[src/logic/msd_pkg.sv]
// Constants and state codes for the memory space decoder.
// Assumes an 8-bit core that issues one request per kind at a time.
package msd_pkg;

  // ----------------------------------------------------------------
  // Address map
  // ----------------------------------------------------------------
  localparam logic [15:0] MSD_ROM_TOP = 16'h7FFF;     // last on-chip ROM byte
  localparam logic [15:0] MSD_AUX_TOP = 16'h00FF;     // last auxiliary RAM byte
  localparam logic [7:0] MSD_DIRECT_LIMIT = 8'h80;    // first upper location
  localparam logic [7:0] MSD_BIT_BASE = 8'h20;        // bit-addressable bytes
  localparam int MSD_BANK_SHIFT = 3;                  // eight bytes a bank
  localparam logic [2:0] MSD_BIT_IDX_LSB = 3'h3;      // byte part of a bit no.

  // ----------------------------------------------------------------
  // Timing
  // ----------------------------------------------------------------
  localparam logic [2:0] MSD_ALE_LAST = 3'h5;         // six periods per pulse
  localparam logic [2:0] MSD_STROBE_LAST = 3'h3;      // strobe is four cycles

  // External bus cycle states
  typedef enum logic [3:0] {
    MSD_IDLE = 4'b0001,
    MSD_ADDR = 4'b0010,
    MSD_STROBE = 4'b0100,
    MSD_DONE = 4'b1000
  } msd_bus_state_t;

endpackage : msd_pkg

[src/logic/msd_decoder.sv]
// Memory space decoder: routes fetches, internal data and external moves.
// Assumes a core on ref_clk; pins go through the pad ring as in/out/oe.
//
// Behaviour
// - Latch access select during reset; low fetches externally.
// - High select: low half ROM, upper half external.
// - Security bit keeps ROM unreadable from outside.
// - Secure: external code reads cannot read ROM.
// - Main RAM upper half reachable indirectly only.
// - Aux RAM indirect via pointer regs or wide pointer.
// - Internal execution aux access leaves bus pins idle.
// - Direct upper addresses select special register space.
// - Lowest 32 bytes: four banks, one active.
// - Bytes from 32 hold 128 bit locations.
// - Stack may sit anywhere in main RAM.
// - Wide moves above 255 use multiplexed bus strobes.
// - Eight-bit pointer moves stay in aux RAM.
// - External data space low 256 bytes internal.
// - ROM 32 kbytes, program space 64 kbytes.
// - Latch strobe every six periods, one skipped.
`timescale 1ns/1ps
`default_nettype none

module msd_decoder
  import msd_pkg::*;
(
  // Clock and reset
  input wire logic ref_clk,
  input wire logic rst,
  // Straps and fuses
  input wire logic external_access_select,
  input wire logic security_bit,
  // Program fetch and code read requests
  input wire logic fetch_req,
  input wire logic code_read_instruction,
  input wire logic [15:0] fetch_addr,
  output logic fetch_rom_sel,
  output logic fetch_ext_sel,
  output logic code_read_blocked,
  // Internal data requests
  input wire logic data_req,
  input wire logic data_indirect,
  input wire logic data_use_pointer,
  input wire logic pointer_sel,
  input wire logic data_bit,
  input wire logic stack_access,
  input wire logic [7:0] data_addr,
  input wire logic [1:0] psw_bank,
  output logic main_ram_sel,
  output logic special_register_space,
  output logic [7:0] main_ram_index,
  output logic [2:0] bit_index,
  // External move requests
  input wire logic external_move_instruction,
  input wire logic xmov_wide,
  input wire logic xmov_write,
  input wire logic [15:0] wide_data_pointer,
  input wire logic [7:0] pointer_value,
  input wire logic [7:0] xmov_wdata,
  output logic aux_ram_sel,
  output logic [7:0] aux_ram_index,
  output logic xmov_busy,
  output logic xmov_done,
  output logic [7:0] xmov_rdata,
  // External bus pins
  input wire logic [7:0] low_bus_port_in,
  output logic [7:0] low_bus_port_out,
  output logic low_bus_port_oe,
  output logic [7:0] high_address_port,
  output logic write_strobe_pin_n,
  output logic read_strobe_pin_n,
  output logic addr_latch_strobe
);

  // ----------------------------------------------------------------
  // Pin synchronisers
  // ----------------------------------------------------------------
  logic [2:0] ea_sync_reg;
  logic [7:0] bus_s1_reg, bus_s2_reg, bus_s3_reg;
  logic ea_latched_reg;
  logic pc_external_reg;

  // Three stages; first stage feeds only the second
  always_ff @(posedge ref_clk)
  begin
    ea_sync_reg <= {ea_sync_reg[1:0], external_access_select};
    bus_s1_reg <= low_bus_port_in;
    bus_s2_reg <= bus_s1_reg;
    bus_s3_reg <= bus_s2_reg;
  end

  // Strap follows the pin only while reset is held, then freezes
  always_ff @(posedge ref_clk)
  begin
    if (rst && (ea_sync_reg[1] == ea_sync_reg[2]))
      ea_latched_reg <= ea_sync_reg[2];
  end

  // ----------------------------------------------------------------
  // Program space
  // ----------------------------------------------------------------
  // Whole 64k range decodes; only the low 32k can hit ROM
  always_ff @(posedge ref_clk)
  begin
    if (rst)
    begin
      fetch_rom_sel <= 1'b0;
      fetch_ext_sel <= 1'b0;
      code_read_blocked <= 1'b0;
      pc_external_reg <= 1'b0;
    end
    else
    begin
      fetch_rom_sel <= 1'b0;
      fetch_ext_sel <= 1'b0;
      code_read_blocked <= 1'b0;
      if (fetch_req && !code_read_instruction)
      begin
        // Low strap sends every fetch out
        if (ea_latched_reg && fetch_addr <= MSD_ROM_TOP)
        begin
          fetch_rom_sel <= 1'b1;
          pc_external_reg <= 1'b0;
        end
        else
        begin
          fetch_ext_sel <= 1'b1;
          pc_external_reg <= 1'b1;
        end
      end
      else if (fetch_req)
      begin
        // Code reads from outside code must not dump protected ROM
        if (ea_latched_reg && fetch_addr <= MSD_ROM_TOP)
        begin
          if (security_bit && pc_external_reg)
            code_read_blocked <= 1'b1;
          else
            fetch_rom_sel <= 1'b1;
        end
        else
          fetch_ext_sel <= 1'b1;
      end
    end
  end

  // ----------------------------------------------------------------
  // Internal data space
  // ----------------------------------------------------------------
  // Pointer location inside the active bank
  function automatic logic [7:0] msd_ptr_loc(input logic [1:0] bank,
                                             input logic sel);
    // Bank base is bank times eight; the pointer select adds its offset
    msd_ptr_loc = (8'(bank) << MSD_BANK_SHIFT) | 8'(sel);
  endfunction : msd_ptr_loc

  // Upper half goes to special registers only for direct and bit access
  always_ff @(posedge ref_clk)
  begin
    if (rst)
    begin
      main_ram_sel <= 1'b0;
      special_register_space <= 1'b0;
      main_ram_index <= 8'h00;
      bit_index <= 3'h0;
    end
    else
    begin
      main_ram_sel <= 1'b0;
      special_register_space <= 1'b0;
      if (data_req)
      begin
        if (stack_access)
        begin
          main_ram_sel <= 1'b1;
          main_ram_index <= data_addr;
        end
        else if (data_use_pointer)
        begin
          main_ram_sel <= 1'b1;
          main_ram_index <= msd_ptr_loc(psw_bank, pointer_sel);
        end
        else if (data_bit && data_addr < MSD_DIRECT_LIMIT)
        begin
          main_ram_sel <= 1'b1;
          main_ram_index <= MSD_BIT_BASE +
                            8'(data_addr >> MSD_BIT_IDX_LSB);
          bit_index <= data_addr[2:0];
        end
        else if (data_indirect || data_addr < MSD_DIRECT_LIMIT)
        begin
          main_ram_sel <= 1'b1;
          main_ram_index <= data_addr;
          bit_index <= 3'h0;
        end
        else
        begin
          special_register_space <= 1'b1;
          main_ram_index <= data_addr;
          bit_index <= data_addr[2:0];
        end
      end
    end
  end

  // ----------------------------------------------------------------
  // External data space and bus cycle
  // ----------------------------------------------------------------
  msd_bus_state_t state_reg;
  logic [2:0] strobe_cnt_reg;
  logic [2:0] ale_cnt_reg;
  logic skip_ale_reg;
  logic go_external;

  // Only the wide form may leave the chip, and only above 255
  assign go_external = external_move_instruction && xmov_wide &&
                       wide_data_pointer > MSD_AUX_TOP;

  // Aux hits never touch the pins, whichever code space runs
  always_ff @(posedge ref_clk)
  begin
    if (rst)
    begin
      aux_ram_sel <= 1'b0;
      aux_ram_index <= 8'h00;
    end
    else
    begin
      aux_ram_sel <= 1'b0;
      if (external_move_instruction && !go_external && state_reg == MSD_IDLE)
      begin
        aux_ram_sel <= 1'b1;
        aux_ram_index <= xmov_wide ? wide_data_pointer[7:0] : pointer_value;
      end
    end
  end

  // Bus cycle: address with latch pulse, then a four-cycle strobe
  always_ff @(posedge ref_clk)
  begin
    if (rst)
    begin
      state_reg <= MSD_IDLE;
      strobe_cnt_reg <= 3'h0;
      xmov_busy <= 1'b0;
      xmov_done <= 1'b0;
      xmov_rdata <= 8'h00;
      low_bus_port_out <= 8'h00;
      low_bus_port_oe <= 1'b0;
      high_address_port <= 8'h00;
      write_strobe_pin_n <= 1'b1;
      read_strobe_pin_n <= 1'b1;
    end
    else
    begin
      xmov_done <= 1'b0;
      case (state_reg)
        MSD_IDLE:
        begin
          if (go_external)
          begin
            state_reg <= MSD_ADDR;
            xmov_busy <= 1'b1;
            low_bus_port_out <= wide_data_pointer[7:0];
            low_bus_port_oe <= 1'b1;
            high_address_port <= wide_data_pointer[15:8];
          end
        end
        MSD_ADDR:
        begin
          state_reg <= MSD_STROBE;
          strobe_cnt_reg <= 3'h0;
          low_bus_port_out <= xmov_wdata;
          low_bus_port_oe <= xmov_write;
          write_strobe_pin_n <= !xmov_write;
          read_strobe_pin_n <= xmov_write;
        end
        MSD_STROBE:
        begin
          strobe_cnt_reg <= strobe_cnt_reg + 3'h1;
          if (strobe_cnt_reg == MSD_STROBE_LAST)
          begin
            state_reg <= MSD_DONE;
            // Data sampled late so three sync stages have settled
            if (!xmov_write && bus_s2_reg == bus_s3_reg)
              xmov_rdata <= bus_s3_reg;
            write_strobe_pin_n <= 1'b1;
            read_strobe_pin_n <= 1'b1;
          end
        end
        MSD_DONE:
        begin
          state_reg <= MSD_IDLE;
          low_bus_port_oe <= 1'b0;
          xmov_busy <= 1'b0;
          xmov_done <= 1'b1;
        end
        default:
          state_reg <= MSD_IDLE;
      endcase
    end
  end

  // ----------------------------------------------------------------
  // Address latch strobe
  // ----------------------------------------------------------------
  // Free-running six-period cadence; the bus cycle's own pulse replaces
  // the regular one, so one regular pulse is dropped per access
  always_ff @(posedge ref_clk)
  begin
    if (rst)
    begin
      ale_cnt_reg <= 3'h0;
      skip_ale_reg <= 1'b0;
      addr_latch_strobe <= 1'b0;
    end
    else
    begin
      ale_cnt_reg <= (ale_cnt_reg == MSD_ALE_LAST) ? 3'h0
                                                   : ale_cnt_reg + 3'h1;
      if (state_reg == MSD_IDLE && go_external)
      begin
        skip_ale_reg <= 1'b1;
        addr_latch_strobe <= 1'b1; // address phase pulse
      end
      else if (ale_cnt_reg == MSD_ALE_LAST)
      begin
        addr_latch_strobe <= !skip_ale_reg;
        skip_ale_reg <= 1'b0;
      end
      else
        addr_latch_strobe <= 1'b0;
    end
  end

endmodule : msd_decoder

`default_nettype wire

[config.mk]
export PLATFORM = sky130hd
export DESIGN_NAME = msd_decoder
export DESIGN_NICKNAME = d
export VERILOG_FILES = /design/src/logic/msd_pkg.sv /design/src/logic/msd_decoder.sv
export SDC_FILE = /design/constraint.sdc
export NUM_CORES = 1
export LEC_CHECK = 0
export BUFFER_PORTS_ARGS = -buffer_cell sky130_fd_sc_hd__clkbuf_2
export CORE_AREA = 2 2 98 100
export CTS_BUF_LIST = sky130_fd_sc_hd__clkbuf_8
export CTS_CLUSTER_SIZE = 24
export DETAILED_ROUTE_END_ITERATION = 8
export DIE_AREA = 0 0 100 102
export PLACE_DENSITY = 0.67
export SLEW_MARGIN = 20
export SYNTH_ARGS = -nofsm -noshare
export SYNTH_HDL_FRONTEND = slang
export SYNTH_SLANG_ARGS = --single-unit
export TNS_END_PERCENT = 10
[constraint.sdc]
create_clock -name ref_clk -period 3 [get_ports ref_clk]
set_input_delay 0 -clock ref_clk [delete_from_list [all_inputs] [get_ports ref_clk]]
set_output_delay 0 -clock ref_clk [all_outputs]
set_load 0.05 [all_outputs]
==> impl_metrics.csv, run 1 <==
group,metric,value,unit
pwr,vdd_drop_max,0.2582,mV
floorplan,die_area,10200,um2
sta,max-slew-margin-rel,47.51,%
worst_setup_path,crit_chain,"dlygate4sd3_1, clkbuf_2, or4_4, o2111ai_4, mux2i_1, a211oi_1, dlygate4sd3_1",
sta,rsz0062_at_grt,"no",
clock_tree,cts.sinks,95,
placement,gp_congestion,0.7948,
worst_setup_path,cp_max_fo,21,
sta,setup_tns,0,ns
sta,fin_crit,2.703,ns
finish,antennaDiodeCount,0,
synthesis,netlist_area,3560,um2
sta,finClkSkew,0.01934,ns
placement,pre_cts_ws,1.050,ns
global_route,grt_overflow,0,
pwr,power_density,525.3,nW/um2
worst_setup_path,r2r_start,"state_reg[0]",
synthesis,synth_edf_count,1,
floorplan,dieWidth,100,um
routing,met1_length,3753,um
synthesis,synth_cell_types,48,
worst_setup_path,crit_path_frequent_cell,"dlygate4sd3_1",
global_route,antenna_found_initial,0,
worst_setup_path,cp_slowest_stage_delay,0.68,ns
routing,firstDrtPassIters,4,
routing,top_layer,"met4",
flow_run,cap_viol_max_count,0,
routing,drc,0,
global_route,grtUsageTotal,17.09,%
floorplan,num_rows,35,
status,run_status,"completed",
synthesis,synth_warnings,0,
floorplan,start_util,39.08,%
synthesis,synth.area.top_cells,"dfxtp_1 53%, mux2i_1 5.1%, a21oi_1 4.9%",
floorplan,pin_count,136,
clock_tree,tritoncts.num_buffers,9,
finish,multi_input_area,1519,um2
routing,first_iter_violations,101,
routing,drtAntennaViolNets,0,
synthesis,synth_top_area_share,52.86,%
finish,seqCellArea,1912,um2
worst_setup_path,crit_slowest_cell,"o2111ai_4",
placement,portBuffers,120,
clock_tree,cts_setup_buffers,0,
synthesis,avgSynthCellArea,10.23,um2
global_route,grt_start_max_net_pins,38,
synthesis,synth_top_flop_cell,"dfxtp_1",
sta,slew_violations,0,
finish,final_cell_mix,"120 x clkbuf_2, 94 x dfxtp_1, 60 x dlygate4sd3_1",
clock_tree,clkSlewWorstSetupHoldPaths,0.08,ns
sta,worst_pin_slew,0.7871,ns
clock_tree,htree_levels,3,
clock_tree,cts.repair.resized,0,
synthesis,synth_area_leader_cell,"dfxtp_1",
synthesis,synthArstFlopShare,0,%
global_route,first_global_vias,3092,
sta,final-hold-violation-count,0,
synthesis,synth-seq-area-share,53.71,%
worst_setup_path,crit_path_start,"wide_data_pointer[13]",
finish,layout-drive-gt1-share,29.06,%
sta,setup_viol,0,
routing,vias,3259,
finish,syn2layout_area_growth,40.56,%
worst_setup_path,cp-end-kind,"register",
synthesis,ys_ff_latch,95,
floorplan,die_y,102,um
worst_setup_path,start_kind,"input port",
min_path,min-delay-start,"wide_data_pointer[6]",
finish,fillerInstances,831,
min_path,hold_path.class,"in2reg",
clock_tree,cts_tree,"done",
finish,nets,603,
routing,wl,8792,um
routing,post_drt_wl_per_cell,13.87,um
worst_setup_path,criticalPathCategory,"in2reg",
clock_tree,root_buffer,"clkbuf_8",
worst_setup_path,path_delay_family,"buffers and inverters",
clock_tree,insertion_delay,0.36,ns
floorplan,core_area,9109,um2
worst_setup_path,cp.arrival,2.99,ns
finish,mostFrequentLayoutCell,"clkbuf_2",
routing,viasPerCell,5.140,
synthesis,synth_fp_nets,433,
routing,wl_met3,537,um
sta,period_share,90.10,%
worst_setup_path,critPathBufInv,3,
global_route,grt_pass1_wl,13800,um
routing,wl_met2,4345,um
sta,fin_ws,0.2969,ns
pwr,p_leak,0.002172,uW
clock_tree,clockBufferDepth,2,
synthesis,syn_inst,348,
worst_setup_path,crit_required,3.29,ns
sta,clock.fmax,369.9,MHz
placement,post-dp-hpwl,5740,um
==> power breakdown <==
group / total (uW) / switching [uW] / internal (uW)
Clock: 817 / 492 / 325
Sequential: 1360 / 34.6 / 1330
Combinational: 450 / 272 / 178
Total: 2630 / 799 / 1830
==> worst min-delay path, cell delays in order <==
cell      delay, ns
clkbuf_2       0.09
mux2i_1        0.13
a211oi_1       0.09
==> Yosys cell counts, types with 2 or more instances <==
master / number
dfxtp_1: 94
a21oi_1: 35
nor2_1: 35
a211oi_1: 22
mux2i_1: 18
clkbuf_1: 15
nand2_1: 12
nand3_1: 10
nand4_1: 9
o31ai_1: 9
xnor2_1: 9
nand2b_1: 8
buf_2: 6
inv_1: 6
a22oi_1: 5
nor2b_1: 5
ha_1: 4
o211ai_1: 4
a311oi_1: 3
and2_1: 3
a32oi_1: 2
mux2_2: 2
nor3_1: 2
nor4b_4: 2
o21ai_0: 2
or2_2: 2
or4_4: 2
or4b_2: 2
==> cell families after synthesis <==
kind of cell	Yosys count	synth area share, %
and+or+nand+nor	105	17.01
DFF	95	53.71
AOI/OAI and AO/OA	86	16.35
buffers and inverters	29	3.620
muxes	20	5.694
xor gates and xnor gates	9	2.215
adders and majority gates	4	1.406
==> final timing paths <==
path                               to  depth (start not counted)  slack (ns)
setup / recovery  low_bus_port_out[6]                          7        0.30
hold / removal       aux_ram_index[6]                          3        0.01
hold reg to reg         bus_s2_reg[5]                          0        0.33
setup reg to reg  low_bus_port_out[6]                          5        0.47
==> layout make-up <==
class | instances | area share (%)
multi-input combinational | 224 | 30.36
sequential | 95 | 38.21
clock buffer | 9 | 2.476
clock inverter | 7 | 1.425
tap | 111 | 2.776
timing repair buffer | 182 | 24.31
inverter | 6 | 0.4501
==> metal layers <==
metal	GRT usage, %	up-vias
met1	18.97	1511
met3	4.446	16
met2	30.87	132
met5	0	-
li1	-	1600
met4	7.692	0
==> stage by stage <==
step                      instance area [um2]  utilization, %  hold WS (ns)  std cells  total power, uW
final                                    5004           54.93      0.009662        634             2628
after global routing                     5004           54.93       0.03027        634             2747
after CTS                                5004           54.93     0.0005163        634             2655
after detailed placement                 4208           46.20        0.1039        558             1776
after global placement                   4208           46.20        0.1023        558             1766
after floorplan                          3560               -       0.02772        348             1661
==> repair_timing <==
action	in CTS	in global routing
hold buffers	60	0
setup endpoints to repair	0	0
endpoints found under the hold margin	44	0
(Power assumes the default switching activity.)
==> run 2, diff against run 1 <==
CELL_PAD_IN_SITES_DETAIL_PLACEMENT = 1   (was default)
CELL_PAD_IN_SITES_GLOBAL_PLACEMENT = 1   (was default)
CORE_AREA = 2 2 102 104   (was 2 2 98 100)
DIE_AREA = 0 0 104 106   (was 0 0 100 102)
PLACE_DENSITY = 0.8   (was 0.67)
clock period = 2.7 ns   (was 3 ns; I/O delays follow)
==> run 2 against run 1 <==
- core utilization decreased by 4.9 points
- global-route usage increased by 1.8 points
- final area hardly changed
- die area up 8.1%
- count of clock-buffer cells in the layout unchanged
- clock skew fell by 0.0091 ns
- combinational power is 12% higher
- via count rose by 0.86%
==> impl_metrics.csv, run 2 (synthesis results as in run 1) <==
group,metric,value,unit
global_route,antenna_found_initial,0,
pwr,seq_power_share,51.2,%
worst_setup_path,crit_required,2.95,ns
worst_setup_path,cp_slowest_stage_delay,0.59,ns
routing,firstDrtPassIters,4,
flow_run,cap_viol_max_count,0,
routing,post_drt_wl_per_cell,15.81,um
sta,setup_tns,0,ns
global_route,met1_usage,20.32,%
sta,fin_crit,2.549,ns
pwr,power_density,591.0,nW/um2
global_route,grt_start_max_net_pins,43,
sta,max-slew-margin-rel,41.10,%
global_route,grt_overflow,0,
clock_tree,cts.repair.resized,0,
finish,final_cell_mix,"120 x clkbuf_2, 94 x dfxtp_1, 55 x dlygate4sd3_1",
worst_setup_path,cp_max_fo,11,
worst_setup_path,crit_path_start,"wide_data_pointer[8]",
global_route,met3_usage,5.457,%
worst_setup_path,rrSetupSlack,0.22,ns
sta,period_share,94.41,%
clock_tree,htree_levels,3,
pwr,p_total,2955,uW
floorplan,die_area,11020,um2
finish,mostFrequentLayoutCell,"clkbuf_2",
pwr,p_leak,0.002153,uW
finish,finalInstanceArea,5000,um2
worst_setup_path,cp-end-kind,"register",
pwr,power.share.switching,29.04,%
global_route,grt_pass1_wl,16840,um
placement,gp_congestion,0.7328,
sta,worst_pin_slew,0.8835,ns
pwr,clkPwrFrac,31.7,%
sta,final-hold-violation-count,0,
finish,fillerInstances,1190,
status,run_status,"completed",
global_route,grt-busiest-layer,"met2",
floorplan,dieWidth,104,um
pwr,switchingPower,858.1,uW
pwr,p_comb_share,17.1,%
floorplan,num_rows,37,
finish,syn2layout_area_growth,40.46,%
clock_tree,tritoncts.num_buffers,9,
worst_setup_path,r2r_start,"state_reg[0]",
worst_setup_path,endpoint,"low_bus_port_out[1]",
routing,drtAntennaViolNets,0,
floorplan,core_area,10000,um2
worst_setup_path,crit_slowest_cell,"dlygate4sd3_1",
clock_tree,clockBufferDepth,2,
worst_setup_path,crit_chain,"dlygate4sd3_1, clkbuf_2, or4_4, o2111ai_4, mux2i_1, a211oi_1, dlygate4sd3_1",
sta,setup_viol,0,
finish,antennaDiodeCount,0,
clock_tree,cts_setup_buffers,0,
floorplan,pin_count,136,
routing,viasPerCell,5.018,
routing,vias,3287,
min_path,hold_path.class,"in2reg",
pwr,internal-power,2097,uW
worst_setup_path,reg2regPathDepth,5,
sta,rsz0062_at_grt,"no",
worst_setup_path,criticalPathCategory,"in2reg",
global_route,grt_use_met2,35.62,%
floorplan,start_util,35.60,%
global_route,first_global_vias,3541,
worst_setup_path,crit_path_frequent_cell,"dlygate4sd3_1",
floorplan,die_y,106,um
finish,nets,599,
routing,drc,0,
placement,post-dp-hpwl,6612,um
clock_tree,cts_tree,"done",
sta,slew_violations,0,
clock_tree,clkSlewWorstSetupHoldPaths,0.10,ns
pwr,vdd_drop_max,0.3093,mV
sta,fin_ws,0.1510,ns
global_route,grtUsageTotal,18.89,%
placement,portBuffers,120,
sta,finClkSkew,0.01022,ns
routing,first_iter_violations,131,
finish,layout-drive-gt1-share,29.29,%
clock_tree,cts.sinks,95,
worst_setup_path,cp.arrival,2.79,ns
sta,clock.fmax,392.3,MHz
clock_tree,insertion_delay,0.35,ns
routing,wl,10360,um
placement,pre_cts_ws,0.7298,ns
worst_setup_path,r2r_end,"low_bus_port_out[6]",
placement,placed_area,4239,um2
worst_setup_path,start_kind,"input port",
clock_tree,root_buffer,"clkbuf_8",
==> run 2: cell count changes in the layout (fill, tap and decap cells not counted) <==
cell | previous run | this run
dlygate4sd3_1 | 60 | 55
clkinvlp_4 | 0 | 2
bufinv_16 | 0 | 1
inv_8 | 1 | 0
inv_1 | 6 | 7
clkinv_4 | 3 | 0
clkinv_8 | 1 | 0
clkinv_2 | 0 | 1
o2111ai_2 | 0 | 1
==> run 2: how the worst min path moves through the flow <==
stage | cells after the start | end | from
floorplan | 0 | bus_s1_reg[0] | low_bus_port_in[0]
global placement | 1 | bus_s1_reg[0] | low_bus_port_in[0]
detailed placement | 1 | bus_s1_reg[3] | low_bus_port_in[3]
CTS | 3 | aux_ram_index[2] | wide_data_pointer[2]
global route | 3 | low_bus_port_out[4] | wide_data_pointer[4]
finish | 3 | aux_ram_index[0] | pointer_value[0]
==> run 2: power groups by stage <==
stage                     sequential [uW]  clock (uW)  combinational (uW)
after floorplan                      1670           0                 171
after CTS                            1510         965                 498
final                                1510         936                 505
after global routing                 1520        1030                 544
after detailed placement             1550           0                 435
after global placement               1540           0                 423
==> run 2: cell type report <==
type                    count  area (um2)  area share [%]
repair buffers            177        1166           23.32
multi-input cells         225        1534           30.68
well taps                 136       170.2           3.403
inverters                   6       22.52          0.4505
clock inverters             7       71.32           1.426
flip-flops and latches     95        1912           38.24
clock buffers               9       123.9           2.477
==> run 2: metrics by stage <==
stage | hold WS [ns] | std cells | utilization, %
detailed placement | 0.1044 | 583 | 42.39
global route | 0.01556 | 655 | 50.00
global placement | 0.1020 | 583 | 42.39
finish | 0.01342 | 655 | 50.00
CTS | 0.001050 | 654 | 49.85
floorplan | 0.02772 | 348 | -
==> run 2: critical path, delay by kind of cell <==
family | cells | cell delay (ns)
buffers and inverters | 3 | 1.26
AOI/OAI and AO/OA | 2 | 0.64
muxes | 1 | 0.31
and+or+nand+nor | 1 | 0.58
==> run 2: routing by layer <==
metal  vias up  share of wire [%]
met5         -                  0
met4         0                2.0
met3        20                4.7
met2        82                 52
met1      1590                 41
li1       1595                  -
==> run 2: what timing repair did <==
item                                   CTS  global route
hold buffers                            55             0
setup endpoints to repair                0             7
endpoints found under the hold margin   44             0
==> run 3, diff against run 2 <==
REMOVE_ABC_BUFFERS = 1   (was default)
clock period = 2.8 ns   (was 2.7 ns; I/O delays follow)
==> run 3 against run 2 <==
- wire length up 15%
- count of clock-buffer cells in the layout stayed put
- worst hold slack got worse by 0.0086 ns
- core utilization is 1.1 points higher
- final area increased by 2.1%
- critical path depth increased by 1
- clock skew up 0.0047 ns
- sequential share of layout area decreased by 0.80 points
- global-route usage grew 2.3 points
- via count grew 3.7%
- sequential cell count is the same
- critical path type unchanged
- critical endpoint is now low_bus_port_out[5]
- largest power group unchanged
==> impl_metrics.csv, run 3 (synthesis results as in run 1) <==
group,metric,value,unit
pwr,p_leak,0.002212,uW
global_route,grt-busiest-layer,"met2",
worst_setup_path,cp-end-kind,"register",
routing,viasPerCell,5.157,
sta,slew_violations,0,
clock_tree,cts_tree,"done",
routing,wl,11950,um
sta,finClkSkew,0.01493,ns
finish,layout-drive-gt1-share,30.15,%
global_route,grt_overflow,0,
pwr,power_density,608.6,nW/um2
floorplan,die_y,106,um
global_route,first_global_vias,3743,
finish,syn2layout_area_growth,43.44,%
placement,gp_congestion,0.7489,
placement,placed_area,4254,um2
clock_tree,clkSlewWorstSetupHoldPaths,0.10,ns
finish,nets,604,
flow_run,cap_viol_max_count,0,
min_path,hold_path.class,"in2reg",
global_route,grt_start_max_net_pins,34,
pwr,seq_power_share,47.1,%
clock_tree,cts.sinks,95,
clock_tree,clockBufferDepth,2,
floorplan,num_rows,37,
placement,post-dp-hpwl,6900,um
pwr,clkPwrFrac,36.4,%
sta,setup_tns,0,ns
routing,drc,0,
sta,setup_viol,0,
sta,fin_crit,2.492,ns
global_route,antenna_found_initial,1,
global_route,met1_usage,21.31,%
sta,worst_pin_slew,0.7496,ns
pwr,internal-power,2223,uW
finish,final_util,51.06,%
pwr,power.share.switching,28.48,%
finish,final_cell_mix,"120 x clkbuf_2, 94 x dfxtp_1, 55 x dlygate4sd3_1",
routing,post_drt_wl_per_cell,18.08,um
global_route,met3_usage,3.617,%
clock_tree,tritoncts.num_buffers,9,
routing,first_iter_violations,98,
routing,drtAntennaViolNets,0,
sta,final-hold-violation-count,0,
floorplan,die_area,11020,um2
clock_tree,htree_levels,3,
clock_tree,insertion_delay,0.37,ns
worst_setup_path,cp_max_fo,5,
pwr,p_comb_share,16.5,%
global_route,grt_use_met2,40.51,%
worst_setup_path,criticalPathCategory,"in2reg",
routing,firstDrtPassIters,4,
sta,rsz0062_at_grt,"no",
floorplan,dieWidth,104,um
clock_tree,root_buffer,"clkbuf_8",
finish,mostFrequentLayoutCell,"clkbuf_2",
floorplan,start_util,35.60,%
sta,max-slew-margin-rel,50.03,%
pwr,vdd_drop_max,0.2614,mV
floorplan,pin_count,136,
worst_setup_path,start_kind,"input port",
pwr,switchingPower,885.0,uW
floorplan,core_area,10000,um2
sta,period_share,88.99,%
worst_setup_path,crit_required,3.06,ns
placement,portBuffers,120,
routing,vias,3409,
global_route,grt_pass1_wl,18560,um
worst_setup_path,cp.arrival,2.75,ns
pwr,p_total,3108,uW
sta,clock.fmax,401.3,MHz
status,run_status,"completed",
finish,finalInstanceArea,5106,um2
global_route,grtUsageTotal,21.21,%
-- run 3: final cells by class --
class | count | area, um2
antenna | 1 | 2.502
clock buffer | 9 | 123.9
clock inverter | 7 | 125.1
fill | 1169 | 4893
inverter | 6 | 22.52
multi-input combinational | 225 | 1534
sequential | 95 | 1912
tap | 136 | 170.2
timing repair buffer | 182 | 1216
-- run 3: worst paths after layout --
path | start | end | slack, ns | depth (start not counted)
setup / recovery | wide_data_pointer[9] | low_bus_port_out[5] | 0.31 | 8
setup reg to reg | state_reg[0] | low_bus_port_out[3] | 0.33 | 6
hold / removal | pointer_value[6] | aux_ram_index[6] | 0.005 | 3
hold reg to reg | bus_s1_reg[7] | bus_s2_reg[7] | 0.33 | 0
-- run 3: metrics by stage --
step,instances,worst slack [ns],hold slack (ns)
after global routing,661,0.2190,0.008676
final,661,0.3082,0.004814
after detailed placement,585,0.8354,0.1046
after floorplan,325,1.021,0.02772
after CTS,656,0.1783,0.003810
after global placement,585,0.9164,0.1023
-- run 3: metal layers --
metal / wire [um] / vias up / part of all wire [%]
li1: - / 1604 / -
met3: 370 / 37 / 3.1
met4: 534 / 0 / 4.5
met2: 6544 / 90 / 55
met1: 4504 / 1678 / 38
met5: 0 / - / 0
-- run 3: power by group through the flow --
stage | clock [uW] | combinational (uW) | sequential (uW)
finish | 1130 | 512 | 1460
global route | 1220 | 545 | 1470
CTS | 1150 | 487 | 1460
detailed placement | 0 | 423 | 1490
global placement | 0 | 412 | 1490
floorplan | 0 | 135 | 1620
-- run 3: repair_timing --
item,in CTS,in global routing
buffers inserted,0,3
hold buffers,55,0
hold endpoints to repair,45,0
gates resized for setup,0,0
endpoints found under the setup margin,0,7
-- run 3: critical path, cell delays in order --
cell and delay, ns:
dlygate4sd3_1 0.58, clkbuf_2 0.15, or4_4 0.57, o2111ai_4 0.36, buf_4 0.18, mux2i_1 0.22, a211oi_1 0.10, dlygate4sd3_1 0.58
